$ cat src/common/tlt_consts.svh
`ifndef TLT_CONSTS_SVH
`define TLT_CONSTS_SVH

// ----------------------------------------
// register map (byte addresses)
// ----------------------------------------
`define TLT_ADDR_CTRL 8'h00
`define TLT_ADDR_STATUS 8'h04
`define TLT_ADDR_IRQ_STAT 8'h08
`define TLT_ADDR_IRQ_MASK 8'h0C
`define TLT_ADDR_ERR_COUNT 8'h10

// ----------------------------------------
// field positions
// ----------------------------------------
`define TLT_CTRL_START 0
`define TLT_CTRL_STOP 1
`define TLT_CTRL_INJECT 2
`define TLT_CTRL_CLEAR 3
`define TLT_IRQ_ERROR 0
`define TLT_IRQ_STARTED 1
`define TLT_IRQ_STOPPED 2
`define TLT_IRQ_W 3
`define TLT_IRQ_MASK_RESET 3'h0

// ----------------------------------------
// timing
// ----------------------------------------
`define TLT_CLK_HZ 10000000
`define TLT_TICK_US 1000
`define TLT_TICK_CYCLES ((`TLT_CLK_HZ / 1000000) * `TLT_TICK_US)
`define TLT_DEBOUNCE_TICKS 10
`define TLT_COUNT_MAX 8'h99

`endif

$ cat src/common/tlt_pkg.sv
package tlt_pkg;

    // dipswitch 6 then dipswitch 5, 1 = up
    typedef enum logic [1:0] {
        PATH_SFP = 2'b00,
        PATH_MODULE = 2'b01,
        PATH_COAX = 2'b10,
        PATH_BACKPLANE = 2'b11
    } path_t;

    typedef enum logic [1:0] {
        ST_IDLE = 2'b01,
        ST_RUN = 2'b10
    } run_state_t;

    typedef struct packed {
        logic sync;
        logic align;
        logic data_valid;
    } module_status_t;

    typedef struct packed {
        logic start;
        logic stop;
        logic inject;
        logic clear;
    } command_t;

endpackage

$ cat src/core/button_conditioner.sv
`timescale 1ns/10ps
`include "tlt_consts.svh"

module button_conditioner #(
    parameter int TICKS = `TLT_DEBOUNCE_TICKS
) (
    // clock and reset
    input wire logic clk_sys,
    input wire logic rst_b,
    // debounce rate
    input wire logic tick,
    // raw pin, low while pressed
    input wire logic button_b,
    // one pulse per press
    output logic press
);

    if (TICKS < 1 || TICKS > 255) begin : g_bad_ticks
        $error("button_conditioner: TICKS out of range");
    end

    logic meta;
    logic level;
    logic stable;
    logic stable_d;
    logic [7:0] same_count;

    // ----------------------------------------
    // synchroniser
    // ----------------------------------------
    always_ff @(posedge clk_sys) begin
        if (!rst_b) begin
            meta <= 1'b0;
            level <= 1'b0;
        end else begin
            meta <= ~button_b;
            level <= meta;
        end
    end

    // ----------------------------------------
    // debounce: level must hold for TICKS ticks
    // ----------------------------------------
    always_ff @(posedge clk_sys) begin
        if (!rst_b) begin
            stable <= 1'b0;
            same_count <= 8'h00;
        end else if (level == stable) begin
            same_count <= 8'h00;
        end else if (tick) begin
            if (same_count == 8'(TICKS - 1)) begin
                stable <= level;
                same_count <= 8'h00;
            end else begin
                same_count <= same_count + 8'h01;
            end
        end
    end

    always_ff @(posedge clk_sys) begin
        if (!rst_b) begin
            stable_d <= 1'b0;
        end else begin
            stable_d <= stable;
        end
    end

    assign press = stable & ~stable_d;

endmodule // button_conditioner

$ cat src/core/lane_checker.sv
`timescale 1ns/10ps

module lane_checker #(
    parameter int WORD_W = 16
) (
    // clock and reset
    input wire logic clk_sys,
    input wire logic rst_b,
    // control
    input wire logic clear,
    input wire logic enable,
    input wire logic inject,
    // transmit side
    output logic [WORD_W-1:0] tx_word,
    output logic tx_valid,
    // receive side
    input wire logic [WORD_W-1:0] rx_word,
    input wire logic rx_valid,
    // result
    output logic match,
    output logic mismatch
);

    if (WORD_W < 2) begin : g_bad_width
        $error("lane_checker: WORD_W too small");
    end

    logic [WORD_W-1:0] tx_count;
    logic [WORD_W-1:0] expect_word;
    logic locked;

    // ----------------------------------------
    // generator: incrementing count pattern
    // ----------------------------------------
    always_ff @(posedge clk_sys) begin
        if (!rst_b || clear) begin
            tx_count <= '0;
            tx_word <= '0;
            tx_valid <= 1'b0;
        end else begin
            tx_valid <= enable;
            if (enable) begin
                tx_count <= tx_count + 1'b1;
                // one word with its low bit flipped
                tx_word <= inject ? (tx_count ^ WORD_W'(1)) : tx_count;
            end
        end
    end

    // ----------------------------------------
    // checker: seeded by the first word, then runs
    // on its own so one bad word counts once
    // ----------------------------------------
    always_ff @(posedge clk_sys) begin
        if (!rst_b || clear) begin
            locked <= 1'b0;
            expect_word <= '0;
            match <= 1'b0;
            mismatch <= 1'b0;
        end else begin
            mismatch <= 1'b0;
            if (rx_valid) begin
                expect_word <= (locked ? expect_word : rx_word) + 1'b1;
                locked <= 1'b1;
                if (locked && rx_word != expect_word) begin
                    mismatch <= 1'b1;
                    match <= 1'b0;
                end else begin
                    match <= 1'b1;
                end
            end
        end
    end

endmodule // lane_checker

$ cat src/core/transceiver_loopback_tester.sv
// The address map and the AHB-Lite slave port were decided locally.
`timescale 1ns/10ps
`include "tlt_consts.svh"

// Contract
// - switch 6 up, 5 down: traffic goes over the coaxial connectors
// - switches 6 and 5 up: traffic goes over the backplane connector
// - switches 6 and 5 down: traffic goes over the SFP cages
// - switch 6 down, 5 up: traffic goes over the ten-gigabit module
// - design reset initialises everything and lights the reset LED
// - start begins transmitting; LED 4 lit while running
// - coax and backplane: LEDs 0 to 3 show per-channel match
// - LED 5 lights on any mismatch or injected error
// - stop ends transmission on all channels
// - each inject press corrupts one word; first error shows 01
// - error count accumulates on the two-digit display
// - SFP mode: only the channel with a fitted module shows match
// - module mode: LEDs show match, sync, alignment, data valid
// - repeated start then reset restarts cleanly
module transceiver_loopback_tester
    import tlt_pkg::*;
#(
    parameter int LANES = 4,
    parameter int WORD_W = 16,
    parameter int TICK_CYCLES = `TLT_TICK_CYCLES
) (
    // clock and reset
    input wire logic clk_sys,
    input wire logic rst_b,
    // pushbuttons, low while pressed
    input wire logic test_clear_button_b,
    input wire logic start_button_b,
    input wire logic stop_button_b,
    input wire logic error_inject_button_b,
    // dipswitches 6 and 5, high when up
    input wire logic dip6,
    input wire logic dip5,
    // ten-gigabit module status pins
    input wire module_status_t module_status,
    // transceiver parallel side
    output logic [LANES*WORD_W-1:0] tx_data,
    output logic [LANES-1:0] tx_valid,
    input wire logic [LANES*WORD_W-1:0] rx_data,
    input wire logic [LANES-1:0] rx_valid,
    output path_t transceiver_path_select,
    // indicators
    output logic [5:0] led,
    output logic reset_led,
    output logic [6:0] seg_tens,
    output logic [6:0] seg_ones,
    // ahb-lite slave
    input wire logic hsel,
    input wire logic [7:0] haddr,
    input wire logic [1:0] htrans,
    input wire logic hwrite,
    input wire logic [2:0] hsize,
    input wire logic [31:0] hwdata,
    input wire logic hready,
    output logic hreadyout,
    output logic hresp,
    output logic [31:0] hrdata,
    // interrupt
    output logic irq
);

    if (LANES < 1 || LANES > 4) begin : g_bad_lanes
        $error("tester: LANES must be 1 to 4");
    end
    if (TICK_CYCLES < 1 || TICK_CYCLES > 65535) begin : g_bad_tick
        $error("tester: TICK_CYCLES out of range");
    end

    // seven-segment pattern, segments g..a, high = lit
    function automatic logic [6:0] seg_decode(input logic [3:0] digit);
        case (digit)
            4'h0: seg_decode = 7'h3F;
            4'h1: seg_decode = 7'h06;
            4'h2: seg_decode = 7'h5B;
            4'h3: seg_decode = 7'h4F;
            4'h4: seg_decode = 7'h66;
            4'h5: seg_decode = 7'h6D;
            4'h6: seg_decode = 7'h7D;
            4'h7: seg_decode = 7'h07;
            4'h8: seg_decode = 7'h7F;
            4'h9: seg_decode = 7'h6F;
            default: seg_decode = 7'h00;
        endcase
    endfunction

    // ----------------------------------------
    // pin synchronisers and debounce rate
    // ----------------------------------------
    logic [1:0] dip_meta;
    logic [1:0] dip_sync;
    logic [2:0] mod_meta;
    module_status_t mod_sync;
    logic [15:0] tick_count;
    logic tick;

    // no reset: the path register latches the switches during reset
    always_ff @(posedge clk_sys) begin
        dip_meta <= {dip6, dip5};
        dip_sync <= dip_meta;
        mod_meta <= module_status;
        mod_sync <= mod_meta;
    end

    always_ff @(posedge clk_sys) begin
        if (!rst_b) begin
            tick_count <= 16'h0000;
            tick <= 1'b0;
        end else begin
            tick <= (tick_count == 16'(TICK_CYCLES - 1));
            if (tick_count == 16'(TICK_CYCLES - 1)) begin
                tick_count <= 16'h0000;
            end else begin
                tick_count <= tick_count + 16'h0001;
            end
        end
    end

    // ----------------------------------------
    // pushbuttons
    // ----------------------------------------
    command_t button_cmd;
    command_t soft_cmd;
    command_t cmd;

    button_conditioner u_clear_btn (
        .clk_sys(clk_sys),
        .rst_b(rst_b),
        .tick(tick),
        .button_b(test_clear_button_b),
        .press(button_cmd.clear)
    );
    button_conditioner u_start_btn (
        .clk_sys(clk_sys),
        .rst_b(rst_b),
        .tick(tick),
        .button_b(start_button_b),
        .press(button_cmd.start)
    );
    button_conditioner u_stop_btn (
        .clk_sys(clk_sys),
        .rst_b(rst_b),
        .tick(tick),
        .button_b(stop_button_b),
        .press(button_cmd.stop)
    );
    button_conditioner u_inject_btn (
        .clk_sys(clk_sys),
        .rst_b(rst_b),
        .tick(tick),
        .button_b(error_inject_button_b),
        .press(button_cmd.inject)
    );

    assign cmd = button_cmd | soft_cmd;

    // ----------------------------------------
    // path selection
    // ----------------------------------------
    // switches only take effect on a reset or a clear, so the path cannot
    // change under a running test
    always_ff @(posedge clk_sys) begin
        if (!rst_b || cmd.clear) begin
            transceiver_path_select <= path_t'(dip_sync);
        end
    end

    // ----------------------------------------
    // run control
    // ----------------------------------------
    run_state_t state;
    logic running;

    always_ff @(posedge clk_sys) begin
        if (!rst_b || cmd.clear) begin
            state <= ST_IDLE;
        end else begin
            case (state)
                ST_IDLE: begin
                    if (cmd.start) begin
                        state <= ST_RUN;
                    end
                end
                ST_RUN: begin
                    if (cmd.stop) begin
                        state <= ST_IDLE;
                    end
                end
                default: state <= ST_IDLE;
            endcase
        end
    end

    assign running = (state == ST_RUN);

    // ----------------------------------------
    // lanes
    // ----------------------------------------
    logic [LANES-1:0] lane_match;
    logic [LANES-1:0] lane_mismatch;
    logic [LANES-1:0] lane_inject;
    logic [1:0] inject_lane;

    // corrupt the lowest matching lane so the error is seen
    // even with only one cage fitted
    always_comb begin
        inject_lane = 2'd0;
        for (int i = LANES - 1; i >= 0; i--) begin
            if (lane_match[i]) begin
                inject_lane = 2'(i);
            end
        end
    end

    genvar g;
    generate
        for (g = 0; g < LANES; g++) begin : gen_lane
            assign lane_inject[g] = cmd.inject && inject_lane == 2'(g);

            lane_checker #(
                .WORD_W(WORD_W)
            ) u_lane (
                .clk_sys(clk_sys),
                .rst_b(rst_b),
                .clear(cmd.clear),
                .enable(running),
                .inject(lane_inject[g]),
                .tx_word(tx_data[g*WORD_W +: WORD_W]),
                .tx_valid(tx_valid[g]),
                .rx_word(rx_data[g*WORD_W +: WORD_W]),
                .rx_valid(rx_valid[g]),
                .match(lane_match[g]),
                .mismatch(lane_mismatch[g])
            );
        end
    endgenerate

    // ----------------------------------------
    // error count, two bcd digits
    // ----------------------------------------
    logic [7:0] err_count;
    logic err_seen;
    logic err_event;

    assign err_event = |lane_mismatch;

    always_ff @(posedge clk_sys) begin
        if (!rst_b || cmd.clear) begin
            err_count <= 8'h00;
        end else if (err_event && err_count != `TLT_COUNT_MAX) begin
            if (err_count[3:0] == 4'h9) begin
                err_count <= {err_count[7:4] + 4'h1, 4'h0};
            end else begin
                err_count <= err_count + 8'h01;
            end
        end
    end

    always_ff @(posedge clk_sys) begin
        if (!rst_b || cmd.clear) begin
            err_seen <= 1'b0;
        end else if (err_event) begin
            err_seen <= 1'b1;
        end
    end

    always_ff @(posedge clk_sys) begin
        if (!rst_b || cmd.clear) begin
            seg_tens <= seg_decode(4'h0);
            seg_ones <= seg_decode(4'h0);
        end else begin
            seg_tens <= seg_decode(err_count[7:4]);
            seg_ones <= seg_decode(err_count[3:0]);
        end
    end

    // ----------------------------------------
    // indicators
    // ----------------------------------------
    logic [3:0] match_pad;

    assign match_pad = 4'(lane_match);

    always_ff @(posedge clk_sys) begin
        if (!rst_b || cmd.clear) begin
            led <= 6'h00;
        end else begin
            led[4] <= running;
            led[5] <= err_seen;
            if (transceiver_path_select == PATH_MODULE) begin
                led[0] <= match_pad[0];
                led[1] <= mod_sync.sync;
                led[2] <= mod_sync.align;
                led[3] <= mod_sync.data_valid;
            end else begin
                led[3:0] <= match_pad;
            end
        end
    end

    // held from reset until the next start, so a brief press is visible
    always_ff @(posedge clk_sys) begin
        if (!rst_b || cmd.clear) begin
            reset_led <= 1'b1;
        end else if (cmd.start) begin
            reset_led <= 1'b0;
        end
    end

    // ----------------------------------------
    // ahb-lite slave, zero wait states
    // ----------------------------------------
    logic addr_ok;
    logic wr_pend;
    logic [7:0] wr_addr;
    logic rd_clear;
    logic [`TLT_IRQ_W-1:0] irq_stat;
    logic [`TLT_IRQ_W-1:0] irq_mask;
    logic [`TLT_IRQ_W-1:0] irq_event;

    assign hreadyout = 1'b1;
    assign hresp = 1'b0;
    assign addr_ok = hsel && hready && htrans[1];

    always_ff @(posedge clk_sys) begin
        if (!rst_b) begin
            wr_pend <= 1'b0;
            wr_addr <= 8'h00;
        end else begin
            wr_pend <= addr_ok && hwrite;
            wr_addr <= haddr;
        end
    end

    // commands from a ctrl write last one cycle
    always_comb begin
        soft_cmd = '0;
        if (wr_pend && wr_addr == `TLT_ADDR_CTRL) begin
            soft_cmd.start = hwdata[`TLT_CTRL_START];
            soft_cmd.stop = hwdata[`TLT_CTRL_STOP];
            soft_cmd.inject = hwdata[`TLT_CTRL_INJECT];
            soft_cmd.clear = hwdata[`TLT_CTRL_CLEAR];
        end
    end

    always_ff @(posedge clk_sys) begin
        if (!rst_b) begin
            irq_mask <= `TLT_IRQ_MASK_RESET;
        end else if (wr_pend && wr_addr == `TLT_ADDR_IRQ_MASK) begin
            irq_mask <= hwdata[`TLT_IRQ_W-1:0];
        end
    end

    always_ff @(posedge clk_sys) begin
        if (!rst_b) begin
            hrdata <= 32'h0000_0000;
        end else if (addr_ok && !hwrite) begin
            case (haddr)
                `TLT_ADDR_STATUS:
                    hrdata <= {22'h00_0000, transceiver_path_select, err_seen,
                        running, match_pad, 2'b00};
                `TLT_ADDR_IRQ_STAT: hrdata <= {29'h0000_0000, irq_stat};
                `TLT_ADDR_IRQ_MASK: hrdata <= {29'h0000_0000, irq_mask};
                `TLT_ADDR_ERR_COUNT: hrdata <= {24'h00_0000, err_count};
                default: hrdata <= 32'h0000_0000;
            endcase
        end
    end

    // ----------------------------------------
    // interrupts: sticky, cleared by reading, set wins
    // ----------------------------------------
    assign rd_clear = addr_ok && !hwrite && haddr == `TLT_ADDR_IRQ_STAT;
    assign irq_event = {running && cmd.stop, !running && cmd.start, err_event};

    always_ff @(posedge clk_sys) begin
        if (!rst_b) begin
            irq_stat <= '0;
        end else begin
            irq_stat <= (rd_clear ? '0 : irq_stat) | irq_event;
        end
    end

    always_ff @(posedge clk_sys) begin
        if (!rst_b) begin
            irq <= 1'b0;
        end else begin
            irq <= |(((rd_clear ? '0 : irq_stat) | irq_event) & irq_mask);
        end
    end

endmodule // transceiver_loopback_tester

$ cat config.mk
export PLATFORM = sky130hd
export DESIGN_NAME = transceiver_loopback_tester
export DESIGN_NICKNAME = d
export VERILOG_FILES = /design/src/common/tlt_pkg.sv /design/src/core/button_conditioner.sv /design/src/core/lane_checker.sv /design/src/core/transceiver_loopback_tester.sv
export VERILOG_INCLUDE_DIRS = /design/src /design/src/common
export SDC_FILE = /design/constraint.sdc
export NUM_CORES = 1
export LEC_CHECK = 0
export BUFFER_PORTS_ARGS = -buffer_cell sky130_fd_sc_hd__buf_2
export CAP_MARGIN = 10
export CORE_MARGIN = 5
export CORE_UTILIZATION = 50
export DETAILED_ROUTE_END_ITERATION = 10
export HOLD_SLACK_MARGIN = 0.02
export PLACE_DENSITY = 0.8
export SLEW_MARGIN = 20
export SYNTH_ARGS = -nofsm -noshare
export SYNTH_HDL_FRONTEND = slang
export SYNTH_HIERARCHICAL = 1
export SYNTH_SLANG_ARGS = --single-unit
$ cat constraint.sdc
create_clock -name clk_sys -period 5.25 [get_ports clk_sys]
set_clock_uncertainty 0.2 [all_clocks]
set_input_delay 1.05 -clock clk_sys [delete_from_list [all_inputs] [get_ports clk_sys]]
set_output_delay 1.05 -clock clk_sys [all_outputs]
set_load 0.03 [all_outputs]
==> results of run 1 <==
## cells by family (layout without fill, tap and decap cells)
family	after synthesis	after routing	synth area share
AO/OA/AOI/OAI	332	332	0.1339
XOR/XNOR	193	193	0.09634
adder cells (fa/ha/maj)	31	31	0.02211
buffers and inverters	189	337	0.05812
flip-flops	343	343	0.3925
multiplexers	104	104	0.06054
other	2	26	0.0004280
AND/OR/NAND/NOR	780	780	0.2361
## cell usage in the layout (no fill, tap or decap), drive strengths merged, types with 8 or more instances in the layout
| cell type | count |
|---|---|
| a211oi | 13 |
| a21boi | 16 |
| a21oi | 64 |
| a221oi | 16 |
| a22oi | 15 |
| a311oi | 18 |
| a31oi | 17 |
| and2 | 27 |
| and3 | 27 |
| and4 | 21 |
| buf | 211 |
| clkbuf | 51 |
| conb | 24 |
| dfxtp | 341 |
| ha | 31 |
| inv | 61 |
| mux2 | 17 |
| mux2i | 87 |
| nand2 | 138 |
| nand2b | 15 |
| nand3 | 63 |
| nand3b | 11 |
| nand4 | 46 |
| nand4b | 13 |
| nor2 | 263 |
| nor2b | 29 |
| nor3 | 37 |
| nor4 | 23 |
| o21a | 9 |
| o21ai | 83 |
| o221a | 8 |
| o22ai | 9 |
| o31ai | 12 |
| or3 | 30 |
| xnor2 | 74 |
| xor2 | 119 |
## layout make-up
| type | instances | area, µm² | area share |
|---|---|---|---|
| flip-flops and latches | 343 | 6888 | 0.3475 |
| clock buffers | 51 | 1112 | 0.05612 |
| diodes | 2 | 5.005 | 0.0002525 |
| well taps | 455 | 569.3 | 0.02872 |
| inverters | 59 | 224.0 | 0.01130 |
| clock inverters | 16 | 190.2 | 0.009596 |
| multi-input cells | 1464 | 9737 | 0.4913 |
| repair buffers | 211 | 1094 | 0.05518 |
## per-stage QoR
stage                     power [mW]  instance area, µm²  setup WS [ns]
final                          6.005               19820          1.779
after global routing           6.232               19810          1.476
after CTS                      6.068               19810          1.805
after detailed placement       3.311               18510          1.752
after global placement         3.294               18510          1.791
after floorplan                3.174               17630          2.524
## report_power, final
part           switching (mW)  internal, mW
combinational           0.310         0.194
clock                    1.09          1.65
sequential             0.0893          2.67
total                    1.49          4.51
## cells in the mapped netlist (36+ instances only)
| library cell | count |
|---|---|
| o21ai_0 | 83 |
| nand2_1 | 138 |
| nor3_1 | 37 |
| nand4_1 | 46 |
| xnor2_1 | 74 |
| clkbuf_1 | 61 |
| a21oi_1 | 64 |
| dfxtp_1 | 341 |
| nand3_1 | 59 |
| xor2_1 | 119 |
| buf_4 | 36 |
| inv_1 | 57 |
| mux2i_1 | 87 |
| nor2_1 | 263 |
## flip-flops by register name, indices dropped and copies added, names as in the netlist, 6 cells and up
signal                       flops
seg_ones                         7
gen_lane.u_lane/expect_word     64
err_count                        8
led                              6
u_stop_btn/same_count            8
tick_count                      16
gen_lane.u_lane/tx_word         64
u_clear_btn/same_count           8
u_start_btn/same_count           8
hrdata                          10
wr_addr                          8
seg_tens                         7
gen_lane.u_lane/tx_count        64
u_inject_btn/same_count          8
## final timing paths
| kind | end | start | slack (ns) | cells after the start |
|---|---|---|---|---|
| worst max-delay path | gen_lane[1].u_lane/expect_word[13] | wr_addr[4] | 1.78 | 8 |
| worst min-delay path | mod_sync[0] | mod_meta[0] | 0.13 | 0 |
| worst max register to register | gen_lane[1].u_lane/expect_word[13] | wr_addr[4] | 1.78 | 8 |
| worst min register to register | mod_sync[0] | mod_meta[0] | 0.13 | 0 |
## layer usage
metal,up-vias,track usage,wire (µm)
met2,471,0.3643,20680
li1,7207,-,-
met1,7073,0.2590,18060
met3,101,0.05594,3390
met4,0,0.07627,1349
met5,-,0,0
## worst max-delay path: stages, from the launching register on
cell and delay [ns]:
dfxtp_1 0.31, nor4b_2 0.42, and3_1 0.33, a21o_1 0.44, nand2b_2 0.88, nor3_1 0.11, and4_2 0.28, a311oi_1 0.22
o31ai_1 0.10
==> flow_summary_export.csv, run 1 <==
group,metric,value,unit
flow_run,drv_cap,0,
placement,io_buffers,196,
final_layout,fill_cells,2983,
floorplanning,coreArea,34630,µm²
route,vias,14850,
sta,tightest_slew,1.004,ns
floorplanning,ioPinCount,253,
grt,track_usage,0.2129,
route,viasPerCell,5.710,
final_layout,fin_nets,2276,
clock_network,hold_buffers,0,
power_and_ir_drop,p_leak,7.708,nW
worst_setup_path,worst-path-max-fanout,50,
placement,hpwl,30330,µm
clock_network,htree_num_levels,2,
clock_network,cts_sinks,343,
final_layout,fin_cells,2601,
logic_synthesis,synth_flop_cell,"dfxtp_1",
grt,grt_pass1_vias,14420,
logic_synthesis,synth_cell_type_count,81,
route,wl,43480,µm
placement,routabilityCongestion,0.8783,
sta,setup_tns,0,ns
status,status,"finished, final reports clean",
floorplanning,die_w,197.3,µm
logic_synthesis,synth_warnings,6,
hold_path,worstHoldPathType,"reg -> reg",
sta,slew_viol_final,0,
logic_synthesis,netlist_area,17550,µm²
final_layout,synthToLayoutAreaGrowth,12.96,%
grt,grt_overflow_total,0,
worst_setup_path,end_kind,"flip-flop",
logic_synthesis,yosysSeqAreaShare,0.3925,
grt,antenna_found_initial,1,
sta,fmax,288.1,MHz
logic_synthesis,synth.avg_cell_area,8.888,µm²
logic_synthesis,async_reset_ff_frac,0,
logic_synthesis,post-synth-top-area-fraction,0.3891,
grt,grt_max_degree,53,
clock_network,cts_made_buffers,39,
placement,dp.cells,2532,
worst_setup_path,critPathLaunchType,"flip-flop",
clock_network,clock_latency,0.53,ns
route,ant_nets,0,
final_layout,layout-drive-gt1-share,0.1740,
floorplanning,die_h,197.3,µm
logic_synthesis,synth_edf_count,2,
sta,finalCritPeriodShare,0.6611,
worst_setup_path,worstSetupPathType,"reg -> reg",
floorplanning,dieArea,38940,µm²
logic_synthesis,synth_largest_area_cell,"dfxtp_1",
sta,hold_slack,0.1268,ns
clock_network,clk_pin_slew,0.06,ns
logic_synthesis,synth_area_leaders,"dfxtp_1 (39%), xor2_1 (5.9%), nor2_1 (5.6%), mux2i_1 (5.0%), xnor2_1 (3.7%)",
grt,grt_pass1_wl,70470,µm
clock_network,tritoncts,"built",
route,drtIter0Drc,781,
clock_network,max-clock-path-buffers,3,
sta,worst_slew_margin_rel,0.3305,
logic_synthesis,synthCells,1974,
route,drc,0,
clock_network,post-cts-setup-buffers,0,
sta,setup_viol,0,
sta,period_needed,3.471,ns
worst_setup_path,required,5.41,ns
sta,grt_setup_unrepaired,"no",
route,drt_pass1_iterations,7,
power_and_ir_drop,ir_worst_vdd,262.1,µV
power_and_ir_drop,powerDensity,303.0,nW/µm²
worst_setup_path,cp.arrival,3.64,ns
route,routedWlPerCell,16.72,µm
clock_network,cts_root_buffer,"clkbuf_16",
floorplanning,num_rows,68,
final_layout,utilization,0.5723,
clock_network,cts_resized,0,
sta,hold_viol,0,
logic_synthesis,ys_seq_elements,343,
floorplanning,initial_core_util,0.5067,
Note: power is estimated with default switching activity, not from simulation.
==> run 2: changes to the inputs <==
ABC_AREA = 1   (was default)
clock period = 3.48 ns   (was 5.25 ns; I/O delays follow)
==> flow_summary_export.csv, run 2 <==
group,metric,value,unit
clock_network,cts_sinks,343,
final_layout,multi_input_area,9623,µm²
clock_network,htree_num_levels,2,
clock_network,tritoncts,"built",
final_layout,synthToLayoutAreaGrowth,13.18,%
worst_setup_path,r2r_start,"state[1]",
route,maxUsedRoutingLayer,"met5",
worst_setup_path,cp.arrival,2.68,ns
clock_network,cts_resized,0,
sta,setup_viol,0,
placement,io_buffers,196,
route,wl,45980,µm
floorplanning,dieArea,41090,µm²
sta,worst_slew_margin_rel,0.3653,
worst_setup_path,required,3.71,ns
logic_synthesis,synth_area_leaders,"dfxtp_1 (37%), nand2_1 (15%), inv_1 (7.6%), a21oi_1 (5.6%), nor2_1 (5.2%)",
worst_setup_path,worstSetupPathType,"reg -> reg",
grt,track_usage,0.2136,
logic_synthesis,async_reset_ff_frac,0,
sta,period_needed,2.446,ns
final_layout,fill_cells,3357,
sta,hold_viol,0,
final_layout,reg_top3,"gen_lane.u_lane/expect_word: 64 flops, gen_lane.u_lane/tx_count: 64 flops, gen_lane.u_lane/tx_word: 64 flops",
clock_network,post-cts-setup-buffers,0,
logic_synthesis,ys_seq_elements,343,
status,status,"finished, final reports clean",
placement,dp.cells,3350,
logic_synthesis,synth_warnings,6,
sta,grt_setup_unrepaired,"no",
logic_synthesis,netlist_area,18570,µm²
placement,hpwl,33520,µm
clock_network,cts_root_buffer,"clkbuf_16",
clock_network,clk_pin_slew,0.06,ns
final_layout,fin_nets,3081,
route,wl_met3,2637,µm
sta,hold_slack,0.05873,ns
flow_run,drv_cap,0,
logic_synthesis,synth_simple_gate_area_frac,0.3400,
hold_path,hold_start,"module_status[2]",
grt,grt_pass1_wl,75580,µm
floorplanning,die_w,202.7,µm
worst_setup_path,critPathLaunchType,"flip-flop",
sta,slew_viol_final,0,
sta,tightest_slew,0.9508,ns
final_layout,utilization,0.5740,
grt,grt_pass1_vias,16600,
route,wl_met2,22650,µm
worst_setup_path,crit_start,"state[1]",
logic_synthesis,synthMuxAreaShare,0,
placement,routabilityCongestion,0.9208,
final_layout,most-common-layout-cells,"nand2_1 (733), inv_1 (374), dfxtp_1 (341)",
worst_setup_path,r2r_slack,1.03,ns
sta,setup_tns,0,ns
clock_network,hold_buffers,0,
route,drt_pass1_iterations,7,
worst_setup_path,worst-path-max-fanout,29,
worst_setup_path,end_kind,"flip-flop",
floorplanning,ioPinCount,253,
logic_synthesis,post-synth-top-area-fraction,0.3677,
route,ant_nets,0,
grt,grt_max_degree,48,
final_layout,layout-drive-gt1-share,0.1632,
grt,antenna_found_initial,2,
sta,fmax,408.9,MHz
floorplanning,initial_core_util,0.5071,
route,vias,17510,
final_layout,fin_cells,3422,
clock_network,cts_made_buffers,39,
route,viasPerCell,5.115,
logic_synthesis,synthXorXnorAreaFrac,0.02878,
logic_synthesis,synth_compound_area_frac,0.1229,
floorplanning,die_h,202.7,µm
clock_network,clock_latency,0.55,ns
sta,finalCritPeriodShare,0.7028,
logic_synthesis,synth_edf_count,2,
power_and_ir_drop,powerDensity,443.3,nW/µm²
power_and_ir_drop,ir_worst_vdd,384.4,µV
power_and_ir_drop,p_leak,9.788,nW
grt,grt_overflow_total,0,
logic_synthesis,synthCells,2748,
final_layout,regArea,6887,µm²
logic_synthesis,synth_cell_type_count,44,
logic_synthesis,synth_flop_cell,"dfxtp_1",
final_layout,final_common_cell,"nand2_1",
logic_synthesis,synth.avg_cell_area,6.756,µm²
route,wl_met1,19360,µm
logic_synthesis,synth_largest_area_cell,"dfxtp_1",
logic_synthesis,synthAdderAreaFrac,0.02089,
route,drtIter0Drc,964,
hold_path,worstHoldPathType,"in -> reg",
logic_synthesis,synth_common_cells,"nand2_1 (733), inv_1 (374), dfxtp_1 (341)",
logic_synthesis,synth_top_family_by_area,"simple AND/OR/NAND/NOR gates",
route,routedWlPerCell,13.44,µm
logic_synthesis,yosysSeqAreaShare,0.3709,
clock_network,max-clock-path-buffers,3,
route,drc,0,
logic_synthesis,yosysMostFrequentCell,"nand2_1",
floorplanning,coreArea,36610,µm²
floorplanning,num_rows,70,
run 2: worst max-delay path: stages (launching register included):
cell and delay, ns:
dfxtp_1 0.31, inv_1 0.07, nor2_4 0.36, buf_4 0.35, clkinv_1 0.30, nor2_1 0.17
nand3_1 0.15, nor2_2 0.19, a21oi_1 0.08, o21a_1 0.14
run 2: kinds of logic (layout without fill, tap and decap cells):
logic type / Yosys count / in the layout
adders and majority gates: 31 / 31
DFF: 343 / 343
xor gates and xnor gates: 61 / 61
buffers and inverters: 494 / 677
and+or+nand+nor: 1389 / 1389
AOI/OAI and AO/OA: 428 / 428
other: 2 / 25
run 2: through the flow:
stage	total power, mW	area (µm²)	worst slack [ns]
floorplan	4.971	18650	1.495
global placement	5.137	19690	1.012
detailed placement	5.176	19690	0.9507
CTS	9.416	21010	0.9733
global route	9.721	21010	0.7085
finish	9.316	21010	1.034
run 2: final timing paths:
kind / cells after the start / to
max: 9 / gen_lane[3].u_lane/tx_count[11]
min: 1 / mod_meta[2]
max reg2reg: 9 / gen_lane[3].u_lane/tx_count[11]
min reg2reg: 0 / dip_sync[0]
run 2: layout make-up:
type                       count  share of cell area
antenna                        1           0.0001191
clock inverter                18            0.009943
clock buffer                  53             0.05281
sequential                   343              0.3277
inverter                     394             0.07062
timing repair buffer         212             0.05299
tap                          468             0.02787
multi-input combinational   1933              0.4579
run 2: metal layers:
layer	vias up	global-route usage
li1	8956	-
met1	7984	0.2572
met2	470	0.3839
met3	93	0.03865
met4	2	0.07226
met5	-	0
run 2: power breakdown:
| group | switching (mW) | leakage, nW | total, mW | internal, mW |
|---|---|---|---|---|
| Sequential | 0.0849 | 2.80 | 4.12 | 4.03 |
| Clock | 1.67 | 0.660 | 4.21 | 2.54 |
| Combinational | 0.671 | 6.33 | 0.983 | 0.311 |
| Total | 2.43 | 9.79 | 9.32 | 6.89 |
